## src/rtl/shcc_consts.vh

```
// Constants for the serial host clock and control block.
// Assumes inclusion by bare name from the design file.
`ifndef SHCC_CONSTS_VH
`define SHCC_CONSTS_VH
`define SHCC_ADDR_CLK_CFG     8'h00
`define SHCC_ADDR_CTRL_STAT   8'h04
`define SHCC_ADDR_LINK_STAT   8'h08
`define SHCC_CLK_POL_BIT      0
`define SHCC_CLK_PHA_BIT      1
`define SHCC_CLK_BYPASS_BIT   2
`define SHCC_CLK_DIV_LSB      3
`define SHCC_CLK_DIV_MSB      10
`define SHCC_CLK_FILT_LSB     12
`define SHCC_CLK_FILT_MSB     13
`define SHCC_CLK_CFG_MASK     24'h0037ff
`define SHCC_CLK_CFG_RESET    24'h000002
`define SHCC_CS_CTRL_MASK     24'h0001ff
`define SHCC_CS_BUSY_BIT      22
`define SHCC_CS_BERR_BIT      21
`define SHCC_PRESCALE         4'h8
`define SHCC_FILT_NARROW_NS   50
`define SHCC_FILT_WIDE_NS     100
`define SHCC_CLK_PERIOD_NS    10
`define SHCC_FILT_NARROW_CYC  (`SHCC_FILT_NARROW_NS / `SHCC_CLK_PERIOD_NS)
`define SHCC_FILT_WIDE_CYC    (`SHCC_FILT_WIDE_NS / `SHCC_CLK_PERIOD_NS)
`define SHCC_FILT_BYPASS      2'b00
`define SHCC_FILT_NARROW      2'b10
`define SHCC_FILT_WIDE        2'b11
`endif

```

## src/rtl/shcc_top.v

```verilog
// Serial host port clock generator, input spike filters and control/status registers.
// Assumes an APB master on core_clk; serial pins come from outside and are synchronised.
//
// What this block does
// - Bypass bit set skips prescaler; cleared puts divide-by-eight before divider.
// - Slave mode ignores clock settings except I2C slave with clock stretch.
// - Eight-bit divider field gives divide ratio one to 256.
// - Resets clear bypass bit, divider field and filter field.
// - Clock register bits 23..14 and 11 read zero.
// - Filter field: 00 bypass, 01 reserved, 10 narrow, 11 wide.
// - Narrow filter removes glitches up to 50 ns.
// - Wide filter removes glitches up to 100 ns.
// - One filter on serial clock input, one on selected data input.
// - Stop or individual reset restores status bits, keeps control bits.
// - Enable bit runs the port; clearing it gives individual reset only.
// - Individual reset begins one cycle after enable clears; pins released.
// - Protocol bit: zero SPI, one I2C; reset clears it.
// - Word size field: 00 8-bit, 01 16-bit, 10 24-bit, 11 reserved.
// - I2C slave with stretch holds clock low while unable to serve.
// - I2C slave without stretch flags overrun or underrun instead.
// - Queue depth bit: one entry cleared, ten entries set.
// - Master bit selects master; slave select asserted in SPI master sets bus error.
// - Request field 00 tri-states pin; nonzero master mode pauses clock on deassert.
// - Slave request pin asserts per field: receive, transmit, either in I2C or both in SPI.
`timescale 1ns/1ps
`include "shcc_consts.vh"
module shcc_top #(
	parameter RX_DEPTH_MAX = 10
)(
	input  wire        core_clk,
	input  wire        rst,
	input  wire        soft_rst,
	input  wire        stop_state,
	input  wire        psel,
	input  wire        penable,
	input  wire        pwrite,
	input  wire [7:0]  paddr,
	input  wire [31:0] pwdata,
	output reg  [31:0] prdata,
	output reg         pready,
	output reg         pslverr,
	input  wire        sck_in,
	input  wire        sda_miso_in,
	input  wire        mosi_in,
	input  wire        ss_n_in,
	input  wire        request_pin_in,
	input  wire        tx_ready,
	input  wire        rx_ready,
	input  wire        xfer_pending,
	input  wire        xfer_is_read,
	input  wire        rx_overrun_evt,
	input  wire        tx_underrun_evt,
	output reg         sck_out,
	output reg         sck_oe,
	output reg         request_pin_out,
	output reg         request_pin_oe,
	output reg         sck_filtered,
	output reg         data_filtered,
	output reg         serial_clock_tick,
	output reg         port_in_reset,
	output reg         rx_overrun_flag,
	output reg         tx_underrun_flag,
	output reg  [4:0]  rx_queue_limit,
	output reg  [1:0]  word_size_out
);
	localparam ST_RESET = 2'b01;
	localparam ST_RUN   = 2'b10;
	// Spike widths in cycles, cut to the four-bit filter counters
	localparam [31:0] FILT_NARROW_LEN = `SHCC_FILT_NARROW_CYC;
	localparam [31:0] FILT_WIDE_LEN   = `SHCC_FILT_WIDE_CYC;

	reg [23:0] serial_clock_config_reg;
	reg [8:0]  ctrl_reg;
	reg        bus_error_flag_reg;
	reg [1:0]  state_reg;
	reg [1:0]  state_next;
	reg [2:0]  pre_cnt_reg;
	reg [7:0]  div_cnt_reg;
	reg [1:0]  sck_sync_reg;
	reg [1:0]  dat_sync_reg;
	reg [1:0]  miso_sync_reg;
	reg [1:0]  ss_sync_reg;
	reg [1:0]  req_sync_reg;
	reg [3:0]  sck_flt_cnt_reg;
	reg [3:0]  dat_flt_cnt_reg;

	wire       port_enable           = ctrl_reg[0];
	wire       protocol_select       = ctrl_reg[1];
	wire [1:0] word_size_select      = ctrl_reg[3:2];
	wire       i2c_clock_stretch     = ctrl_reg[4];
	wire       rx_queue_depth_select = ctrl_reg[5];
	wire       master_select         = ctrl_reg[6];
	wire [1:0] request_pin_mode      = ctrl_reg[8:7];
	wire       prescaler_bypass      = serial_clock_config_reg[`SHCC_CLK_BYPASS_BIT];
	wire [7:0] divider_modulus       = serial_clock_config_reg[`SHCC_CLK_DIV_MSB:`SHCC_CLK_DIV_LSB];
	wire [1:0] filter_mode           = serial_clock_config_reg[`SHCC_CLK_FILT_MSB:`SHCC_CLK_FILT_LSB];
	wire       clock_polarity        = serial_clock_config_reg[`SHCC_CLK_POL_BIT];
	wire       in_reset              = (state_reg == ST_RESET);
	wire       any_reset             = soft_rst;
	wire       i2c_slave_stretch     = protocol_select & ~master_select & i2c_clock_stretch;
	wire       gen_active            = master_select | i2c_slave_stretch;
	wire       wr_access             = psel & penable & pwrite;
	wire       req_paused            = master_select & (request_pin_mode != 2'b00) & req_sync_reg[1];
	wire       port_active_flag      = ~in_reset & xfer_pending;
	wire       stretch_needed        = xfer_is_read ? ~tx_ready : ~rx_ready;

	// Filter length in cycles for the given mode; zero means no filtering
	function [3:0] shcc_filt_len;
		input [1:0] mode;
		begin
			if (mode == `SHCC_FILT_NARROW)
				shcc_filt_len = FILT_NARROW_LEN[3:0];
			else if (mode == `SHCC_FILT_WIDE)
				shcc_filt_len = FILT_WIDE_LEN[3:0];
			else
				shcc_filt_len = 4'h0;
		end
	endfunction

	wire [3:0] filt_len = shcc_filt_len(filter_mode);
	// SPI master samples MISO, SPI slave MOSI, I2C the shared data line
	wire       dat_src  = (~protocol_select & ~master_select) ? miso_sync_reg[1] : dat_sync_reg[1];

	// Input synchronisers, two flops each
	always @(posedge core_clk or posedge rst)
	begin
		if (rst)
		begin
			sck_sync_reg  <= 2'b00;
			dat_sync_reg  <= 2'b00;
			miso_sync_reg <= 2'b00;
			ss_sync_reg   <= 2'b11;
			req_sync_reg  <= 2'b00;
		end
		else
		begin
			sck_sync_reg  <= {sck_sync_reg[0], sck_in};
			dat_sync_reg  <= {dat_sync_reg[0], sda_miso_in};
			miso_sync_reg <= {miso_sync_reg[0], mosi_in};
			ss_sync_reg   <= {ss_sync_reg[0], ss_n_in};
			req_sync_reg  <= {req_sync_reg[0], request_pin_in};
		end
	end

	// A change must persist longer than the spike width before it passes
	always @(posedge core_clk or posedge rst)
	begin
		if (rst)
		begin
			sck_filtered    <= 1'b0;
			data_filtered   <= 1'b0;
			sck_flt_cnt_reg <= 4'h0;
			dat_flt_cnt_reg <= 4'h0;
		end
		else if (in_reset)
		begin
			sck_flt_cnt_reg <= 4'h0;
			dat_flt_cnt_reg <= 4'h0;
			sck_filtered    <= clock_polarity;
			data_filtered   <= 1'b1;
		end
		else
		begin
			if (sck_sync_reg[1] == sck_filtered)
				sck_flt_cnt_reg <= 4'h0;
			else if (sck_flt_cnt_reg >= filt_len)
			begin
				sck_filtered    <= sck_sync_reg[1];
				sck_flt_cnt_reg <= 4'h0;
			end
			else
				sck_flt_cnt_reg <= sck_flt_cnt_reg + 4'h1;
			if (dat_src == data_filtered)
				dat_flt_cnt_reg <= 4'h0;
			else if (dat_flt_cnt_reg >= filt_len)
			begin
				data_filtered   <= dat_src;
				dat_flt_cnt_reg <= 4'h0;
			end
			else
				dat_flt_cnt_reg <= dat_flt_cnt_reg + 4'h1;
		end
	end

	// Register writes; control bits survive individual reset
	always @(posedge core_clk or posedge rst)
	begin
		if (rst)
		begin
			serial_clock_config_reg <= `SHCC_CLK_CFG_RESET;
			ctrl_reg                <= 9'h000;
		end
		else if (any_reset)
		begin
			serial_clock_config_reg <= `SHCC_CLK_CFG_RESET;
			ctrl_reg                <= 9'h000;
		end
		else if (wr_access)
		begin
			if (paddr == `SHCC_ADDR_CLK_CFG)
				serial_clock_config_reg <= pwdata[23:0] & `SHCC_CLK_CFG_MASK;
			else if (paddr == `SHCC_ADDR_CTRL_STAT)
				ctrl_reg <= pwdata[8:0];
		end
	end

	// Individual reset follows enable with one cycle of delay
	always @*
	begin
		state_next = state_reg;
		case (state_reg)
			ST_RESET:
				if (port_enable & ~stop_state)
					state_next = ST_RUN;
			ST_RUN:
				if (~port_enable | stop_state)
					state_next = ST_RESET;
			default:
				state_next = ST_RESET;
		endcase
	end

	always @(posedge core_clk or posedge rst)
	begin
		if (rst)
			state_reg <= ST_RESET;
		else if (any_reset)
			state_reg <= ST_RESET;
		else
			state_reg <= state_next;
	end

	// Status: bus error is sticky; set wins over a clearing write, reset of the port clears it
	always @(posedge core_clk or posedge rst)
	begin
		if (rst)
		begin
			bus_error_flag_reg <= 1'b0;
			rx_overrun_flag    <= 1'b0;
			tx_underrun_flag   <= 1'b0;
		end
		else if (any_reset | in_reset)
		begin
			bus_error_flag_reg <= 1'b0;
			rx_overrun_flag    <= 1'b0;
			tx_underrun_flag   <= 1'b0;
		end
		else
		begin
			if (~protocol_select & master_select & ~ss_sync_reg[1])
				bus_error_flag_reg <= 1'b1;
			else if (wr_access & (paddr == `SHCC_ADDR_CTRL_STAT) & pwdata[`SHCC_CS_BERR_BIT])
				bus_error_flag_reg <= 1'b0;
			// Without stretching the slave cannot stall, so it flags errors
			if (protocol_select & ~master_select & ~i2c_clock_stretch)
			begin
				if (rx_overrun_evt)
					rx_overrun_flag <= 1'b1;
				if (tx_underrun_evt)
					tx_underrun_flag <= 1'b1;
			end
			else if (~protocol_select & ~master_select)
			begin
				if (rx_overrun_evt)
					rx_overrun_flag <= 1'b1;
				if (tx_underrun_evt)
					tx_underrun_flag <= 1'b1;
			end
		end
	end

	// Clock generator: prescaler then divider; one tick per full ratio
	wire pre_done = prescaler_bypass | (pre_cnt_reg == 3'h7);
	always @(posedge core_clk or posedge rst)
	begin
		if (rst)
		begin
			pre_cnt_reg       <= 3'h0;
			div_cnt_reg       <= 8'h00;
			serial_clock_tick <= 1'b0;
		end
		else if (in_reset | ~gen_active | req_paused)
		begin
			pre_cnt_reg       <= 3'h0;
			div_cnt_reg       <= 8'h00;
			serial_clock_tick <= 1'b0;
		end
		else
		begin
			pre_cnt_reg       <= prescaler_bypass ? 3'h0 : pre_cnt_reg + 3'h1;
			serial_clock_tick <= 1'b0;
			if (pre_done)
			begin
				if (div_cnt_reg >= divider_modulus)
				begin
					div_cnt_reg       <= 8'h00;
					serial_clock_tick <= 1'b1;
				end
				else
					div_cnt_reg <= div_cnt_reg + 8'h01;
			end
		end
	end

	// Pin drivers; everything released during individual reset
	always @(posedge core_clk or posedge rst)
	begin
		if (rst)
		begin
			sck_out         <= 1'b0;
			sck_oe          <= 1'b0;
			request_pin_out <= 1'b1;
			request_pin_oe  <= 1'b0;
			port_in_reset   <= 1'b1;
			rx_queue_limit  <= 5'h01;
			word_size_out   <= 2'b00;
		end
		else
		begin
			port_in_reset  <= in_reset;
			rx_queue_limit <= rx_queue_depth_select ? RX_DEPTH_MAX[4:0] : 5'h01;
			word_size_out  <= word_size_select;
			if (in_reset)
			begin
				sck_oe         <= 1'b0;
				request_pin_oe <= 1'b0;
				sck_out        <= 1'b0;
			end
			else
			begin
				if (master_select)
				begin
					sck_oe <= ~protocol_select | 1'b1;
					if (serial_clock_tick & ~protocol_select)
						sck_out <= ~sck_out;
					else if (serial_clock_tick)
						sck_out <= ~sck_out;
				end
				else if (i2c_slave_stretch & xfer_pending & stretch_needed)
				begin
					sck_out <= 1'b0;
					sck_oe  <= 1'b1;
				end
				else
				begin
					sck_out <= 1'b0;
					sck_oe  <= 1'b0;
				end
				request_pin_oe <= ~master_select & (request_pin_mode != 2'b00);
				case (request_pin_mode)
					2'b01:
						request_pin_out <= ~rx_ready;
					2'b10:
						request_pin_out <= ~tx_ready;
					2'b11:
						request_pin_out <= protocol_select ? ~(rx_ready | tx_ready) : ~(rx_ready & tx_ready);
					default:
						request_pin_out <= 1'b1;
				endcase
			end
		end
	end

	// APB slave: zero wait states, unmapped addresses answer with an error
	always @(posedge core_clk or posedge rst)
	begin
		if (rst)
		begin
			prdata  <= 32'h00000000;
			pready  <= 1'b0;
			pslverr <= 1'b0;
		end
		else
		begin
			pready  <= psel & ~penable;
			pslverr <= 1'b0;
			prdata  <= 32'h00000000;
			if (psel & ~penable)
			begin
				if (paddr == `SHCC_ADDR_CLK_CFG)
					prdata <= {8'h00, serial_clock_config_reg & `SHCC_CLK_CFG_MASK};
				else if (paddr == `SHCC_ADDR_CTRL_STAT)
					prdata <= {8'h00, 1'b0, port_active_flag, bus_error_flag_reg, 12'h000, ctrl_reg};
				else if (paddr == `SHCC_ADDR_LINK_STAT)
					prdata <= {24'h000000, 3'b000, rx_overrun_flag, tx_underrun_flag, in_reset, sck_filtered, data_filtered};
				else
					pslverr <= 1'b1;
			end
		end
	end
endmodule // shcc_top
```

## config.mk

```make
export PLATFORM = sky130hd
export DESIGN_NAME = shcc_top
export DESIGN_NICKNAME = d
export VERILOG_FILES = /design/src/rtl/shcc_top.v
export VERILOG_INCLUDE_DIRS = /design/src /design/src/rtl
export SDC_FILE = /design/constraint.sdc
export NUM_CORES = 1
export LEC_CHECK = 0
export BUFFER_PORTS_ARGS = -buffer_cell sky130_fd_sc_hd__buf_2
export CAP_MARGIN = 20
export CELL_PAD_IN_SITES_DETAIL_PLACEMENT = 1
export CELL_PAD_IN_SITES_GLOBAL_PLACEMENT = 1
export CORE_MARGIN = 2
export CORE_UTILIZATION = 30
export CTS_CLUSTER_SIZE = 20
export DETAILED_ROUTE_END_ITERATION = 8
export PLACE_DENSITY = 0.65
export SYNTH_ARGS = -nofsm -noshare
export SYNTH_HDL_FRONTEND = slang
export SYNTH_SLANG_ARGS = --single-unit
export TNS_END_PERCENT = 1
```

## constraint.sdc

```tcl
create_clock -name core_clk -period 3.75 [get_ports core_clk]
set_input_delay 0.75 -clock core_clk [delete_from_list [all_inputs] [get_ports core_clk]]
set_output_delay 0.75 -clock core_clk [all_outputs]
set_load 0.1 [all_outputs]
```

[Word level (Yosys, flattened, before mapping)]
Index checks and enable logic that the tools add are counted.
Storage, ports and cells
  bits in registers: 105
  input port bits: 58
  output and inout bits: 51
  word-level logic and storage cells: 174
Operators by class
  add/subtract/negate cells: 4
  order comparisons: 3
  equal/unequal tests: 18
  mux-type cells: 65
  bitwise logic cells: 41
  reductions and logical operators: 15
Operator list (count)
  $mux 23: 3
  $mux 14: 3
  $mux 4: 9
  $mux 9: 4
  $mux 1: 35
  $mux 8: 3
  $and 1x1->1: 20
  $not 1->1: 14
  $reduce_bool 2->1: 7
  $eq 2x2->1 const B: 5
  $add 4x1->4 const B: 2
  $add 8x1->8 const B: 1
  $eq 8x3->1 const B: 1
  $eq 8x4->1 const B: 1
  $ge 4x4->1: 2
  $ge 8x8->1: 1
  $logic_not 8->1: 1
  $reduce_and 2->1: 4
  $or 1x1->1: 7
  $mux 2: 3
  $mux 3: 2
  $ne 2x2->1 const B: 3
  $reduce_bool 3->1: 2
  $mux 5: 1
  other kinds (10): 12

[Depth between registers and ports, before layout]
  depth after elaboration: 8
  depth in mapped cells: 8
  mapped depth without buffers: 7

[Worst setup path after synthesis]
No wires, ideal clock.
  path kind: input to register
  start: input paddr[5]
  end: register serial_clock_config_reg[0]
  setup time: 132 ps
  arrival: 2246 ps
  required time: 3618 ps
  setup slack: 1372 ps
  cell stages on the path: 7
  path buffers: 2
  cell sequence: or4_4 or3_1 buf_6 nor2_8 buf_12 mux2i_1 nor2_1
On the way
  word-level cells in the longest chain between the ends: 3
Ends and longest elaborated chain
  start: declaration: line shcc_top.v:37  | input wire [7:0] paddr,
  $logic_not 8->1 (no line)
  $reduce_bool 2->1 (no line)
  $reduce_and 2->1 (no line)
  end signal: assignment: line shcc_top.v:190  | serial_clock_config_reg <= `SHCC_CLK_CFG_RESET;
  end signal: assignment: line shcc_top.v:195  | serial_clock_config_reg <= `SHCC_CLK_CFG_RESET;
  end signal: assignment: line shcc_top.v:201  | serial_clock_config_reg <= pwdata[23:0] & `SHCC_CLK_CFG_MASK;
  end: declaration: line shcc_top.v:72  | reg [23:0] serial_clock_config_reg;
No other way between the ends.
A chain may end at the register's enable or synchronous reset.

[Worst setup path after layout]
  start: input paddr[5]
  end: register serial_clock_config_reg[1]
The elaborated chain is that of the path after synthesis.

==> metrics <==
Post-CTS Setup Inserts 0; Worst EP required between 4000 and 5000 ps; Bufs on Longest Clock Path 2; Overall Power between 1.5 and 2 mW; EDFF count, synth 0; sw frac between 20% and 30%; Vias/cell ~4.7; Yosys top cell by area dfrtp_1; clk slew on worst S/H paths 60 ps; Area Growth Syn to Fin 18.92%; Detailed Routing Iterations Pass 1 5; Placer Congestion about 0.76; final hold viol count 0; Worst Path Max Fanout 14; Combinational Power Share between 8 and 9%; Setup Skew roughly 8.5 ps; slew of the pin with the lowest slew margin between 1000 and 1500 ps; Largest register FFs 15; share of power burned in registers 48.7%; initial antenna violation count 0; Worst path top cell family by delay simple AND/OR/NAND/NOR gates; clock root buffer clkbuf_16; CTS tree built; hold bufs inserted after CTS 0; 1st-iter DRT viols about 140; synth top area cells dfrtp_1, ha_1, mux2i_1; R2R Path Start state_reg[1]$_DFFE_PP0P_; CTS resizes 0; worst-skew pair later-pin latency roughly 340 ps; drt drc 0; crit path max-delay cell type or4_4; Worst path max stage delay 570 ps; CP arrival 2700 ps; R2R Path End pre_cnt_reg[2]$_DFF_PP0_; #FFs+latches synth 85; HP Class reg -> reg; routed via count just under 3k; Port Buffers 71; Internal 1.416 mW; Tcrit/Tclk final between 60% and 70%; Post-Synthesis Cells roughly 370; leakage around 2.2 nW; Yosys cell types 48; final WL 9910 µm; Placeable Area 12720 µm²; final setup fails 0; RSZ-0062 raised after global routing false; vias in the first global route 3025; TritonCTS Sinks 85; hold path startpoint miso_sync_reg[0]$_DFF_PP0_; status finished clean; Mapped Area 3954 µm²; Final ANT Viol Nets 0; Post-synth top cells dfrtp_1, nor2_1, mux2i_1; Final Critical Period between 2000 and 2500 ps; Setup TNS 0 ps; worst reg2reg setup slack approximately 1700 ps; worst vdd ir roughly 0.21 mV; share of the synthesized area in the top cell type between 40% and 50%; ys async rst share between 90% and 100%; crit path launch paddr[5]; # IOs around 110; Crit. End Element flop; CTS H-tree lvls 3; Final Max Tran Viols 0; hold depth 0; Fmax 0.4119 GHz; Vert. Die Dim roughly 120 µm; Final HPWL DP roughly 7400 µm; Slew headroom about 33%; routed length per placed instance ~16 µm; die span in x 118.8 µm; NetSw approximately 0.49 mW; utilization after layout 36.96%; pwr dens around 400 nW/µm²; pin count of the biggest net entering global routing 44; Setup crit start kind input pin; overall routing resource usage 14.73%; Avg Cell Area, Syn around 11 µm²; Total Nets Final around 520; ratio of cells with drive above 1 in the final layout between 20% and 30%; kind of critical path in -> reg; first-pass GRT wire length around 16000 µm; CTS Buf Count 9; max cap viols 0; GRT overflow 0; CP Buf/Inv Count 1; CP Cell Sequence buf_2 -> or4_4 -> or3_1 -> nor2_8 -> nor2b_1 -> a211o_1; row cnt ~40; count leader, synth dfrtp_1; worst reg2reg path depth 4; diode count 0; die area ~14000 µm²; Initial Utilization between 30% and 40%; post-synthesis sequential area ratio 54.02%; ys flop type dfrtp_1; Hold Path End miso_sync_reg[1]$_DFF_PP0_; Ys Warns 0; clock share of power around 42%
==> through the flow <==
| stage | std cells | area [µm²] | hold slack [ps] | worst slack (ps) |
|---|---|---|---|---|
| floorplan | 391 | 4021 | 331.2 | 818.1 |
| global placement | 606 | 4409 | 332.5 | 978.5 |
| detailed placement | 607 | 4437 | 338.5 | 946.7 |
| CTS | 623 | 4702 | 351.9 | 1301 |
| global route | 623 | 4702 | 364.1 | 1215 |
| finish | 623 | 4702 | 347.6 | 1322 |
==> kinds of logic after synthesis <==
| family | share of synthesized area [%] |
|---|---|
| fa+ha+maj | 6.013 |
| flops | 54.02 |
| compound gates | 7.817 |
| buf+inv | 7.721 |
| other cells | 0.09485 |
| simple gates | 16.46 |
| xor+xnor | 1.772 |
| mux | 6.108 |
==> metal layers <==
layer	GRT usage [%]	vias to the layer above	wire (µm)
met3	4.537	8	545
met5	0	-	0
li1	-	1385	-
met4	4.688	0	132
met2	23.35	71	4616
met1	19.20	1449	4615
==> worst reg2reg max path, stage by stage, from the launching register on <==
cell and delay (ps):
dfrtp_1 350, nand2b_1 370, clkinv_1 440, a311o_1 570
nor3b_1 270
==> power groups by stage <==
stage | Combinational [mW] | Clock [mW] | Sequential, mW
finish | 0.168 | 0.807 | 0.927
CTS | 0.169 | 0.835 | 0.927
global route | 0.178 | 0.875 | 0.927
floorplan | 0.129 | 0 | 0.953
detailed placement | 0.169 | 0 | 0.944
global placement | 0.164 | 0 | 0.944
==> how the worst max path moves through the flow <==
stage | end | slack (ps) | cells past startpoint
finish | serial_clock_config_reg[1]$_DFFE_PP1P_ | 1320 | 6
global route | serial_clock_config_reg[12]$_DFFE_PP0P_ | 1220 | 6
CTS | serial_clock_config_reg[1]$_DFFE_PP1P_ | 1300 | 6
detailed placement | serial_clock_config_reg[1]$_DFFE_PP1P_ | 950 | 6
global placement | serial_clock_config_reg[1]$_DFFE_PP1P_ | 980 | 6
floorplan | bus_error_flag_reg$_DFFE_PP0P_ | 820 | 1
==> cells in the final DEF, fill, tap and decap left out, types with 2 or more instances in the layout <==
cell type  Yosys  routed
o21ai_0        9       9
xnor2_1        4       4
clkbuf_1       8       3
mux2i_1       23      23
dfstp_2        7       7
xor2_1         4       4
a22oi_1        5       5
nor2_1        50      50
nor2b_1        3       3
or3_1          2       2
clkbuf_16      0       9
nand2_1       21      21
buf_2          3      71
or2_2          4       4
conb_1         1      19
dfrtp_1       78      78
clkinv_2       0       4
a211oi_1       3       3
ha_1          19      19
nand2b_1       4       4
nand3_1       14      14
a31oi_1        6       6
inv_1         20      19
buf_4         20       5
nor3_1        17      17
a21oi_1       18      18
nor3b_1        3       2
and3_1         5       5
==> cell type report <==
type                    count  area [µm²]
fillers                  1480        8020
flip-flops and latches     85        2136
multi-input cells         252        1585
repair buffers             77       420.4
clock buffers              13       250.2
well taps                 172       215.2
inverters                  21       80.08
clock inverters             3       15.01
Note: power is estimated with default switching activity, not from simulation.
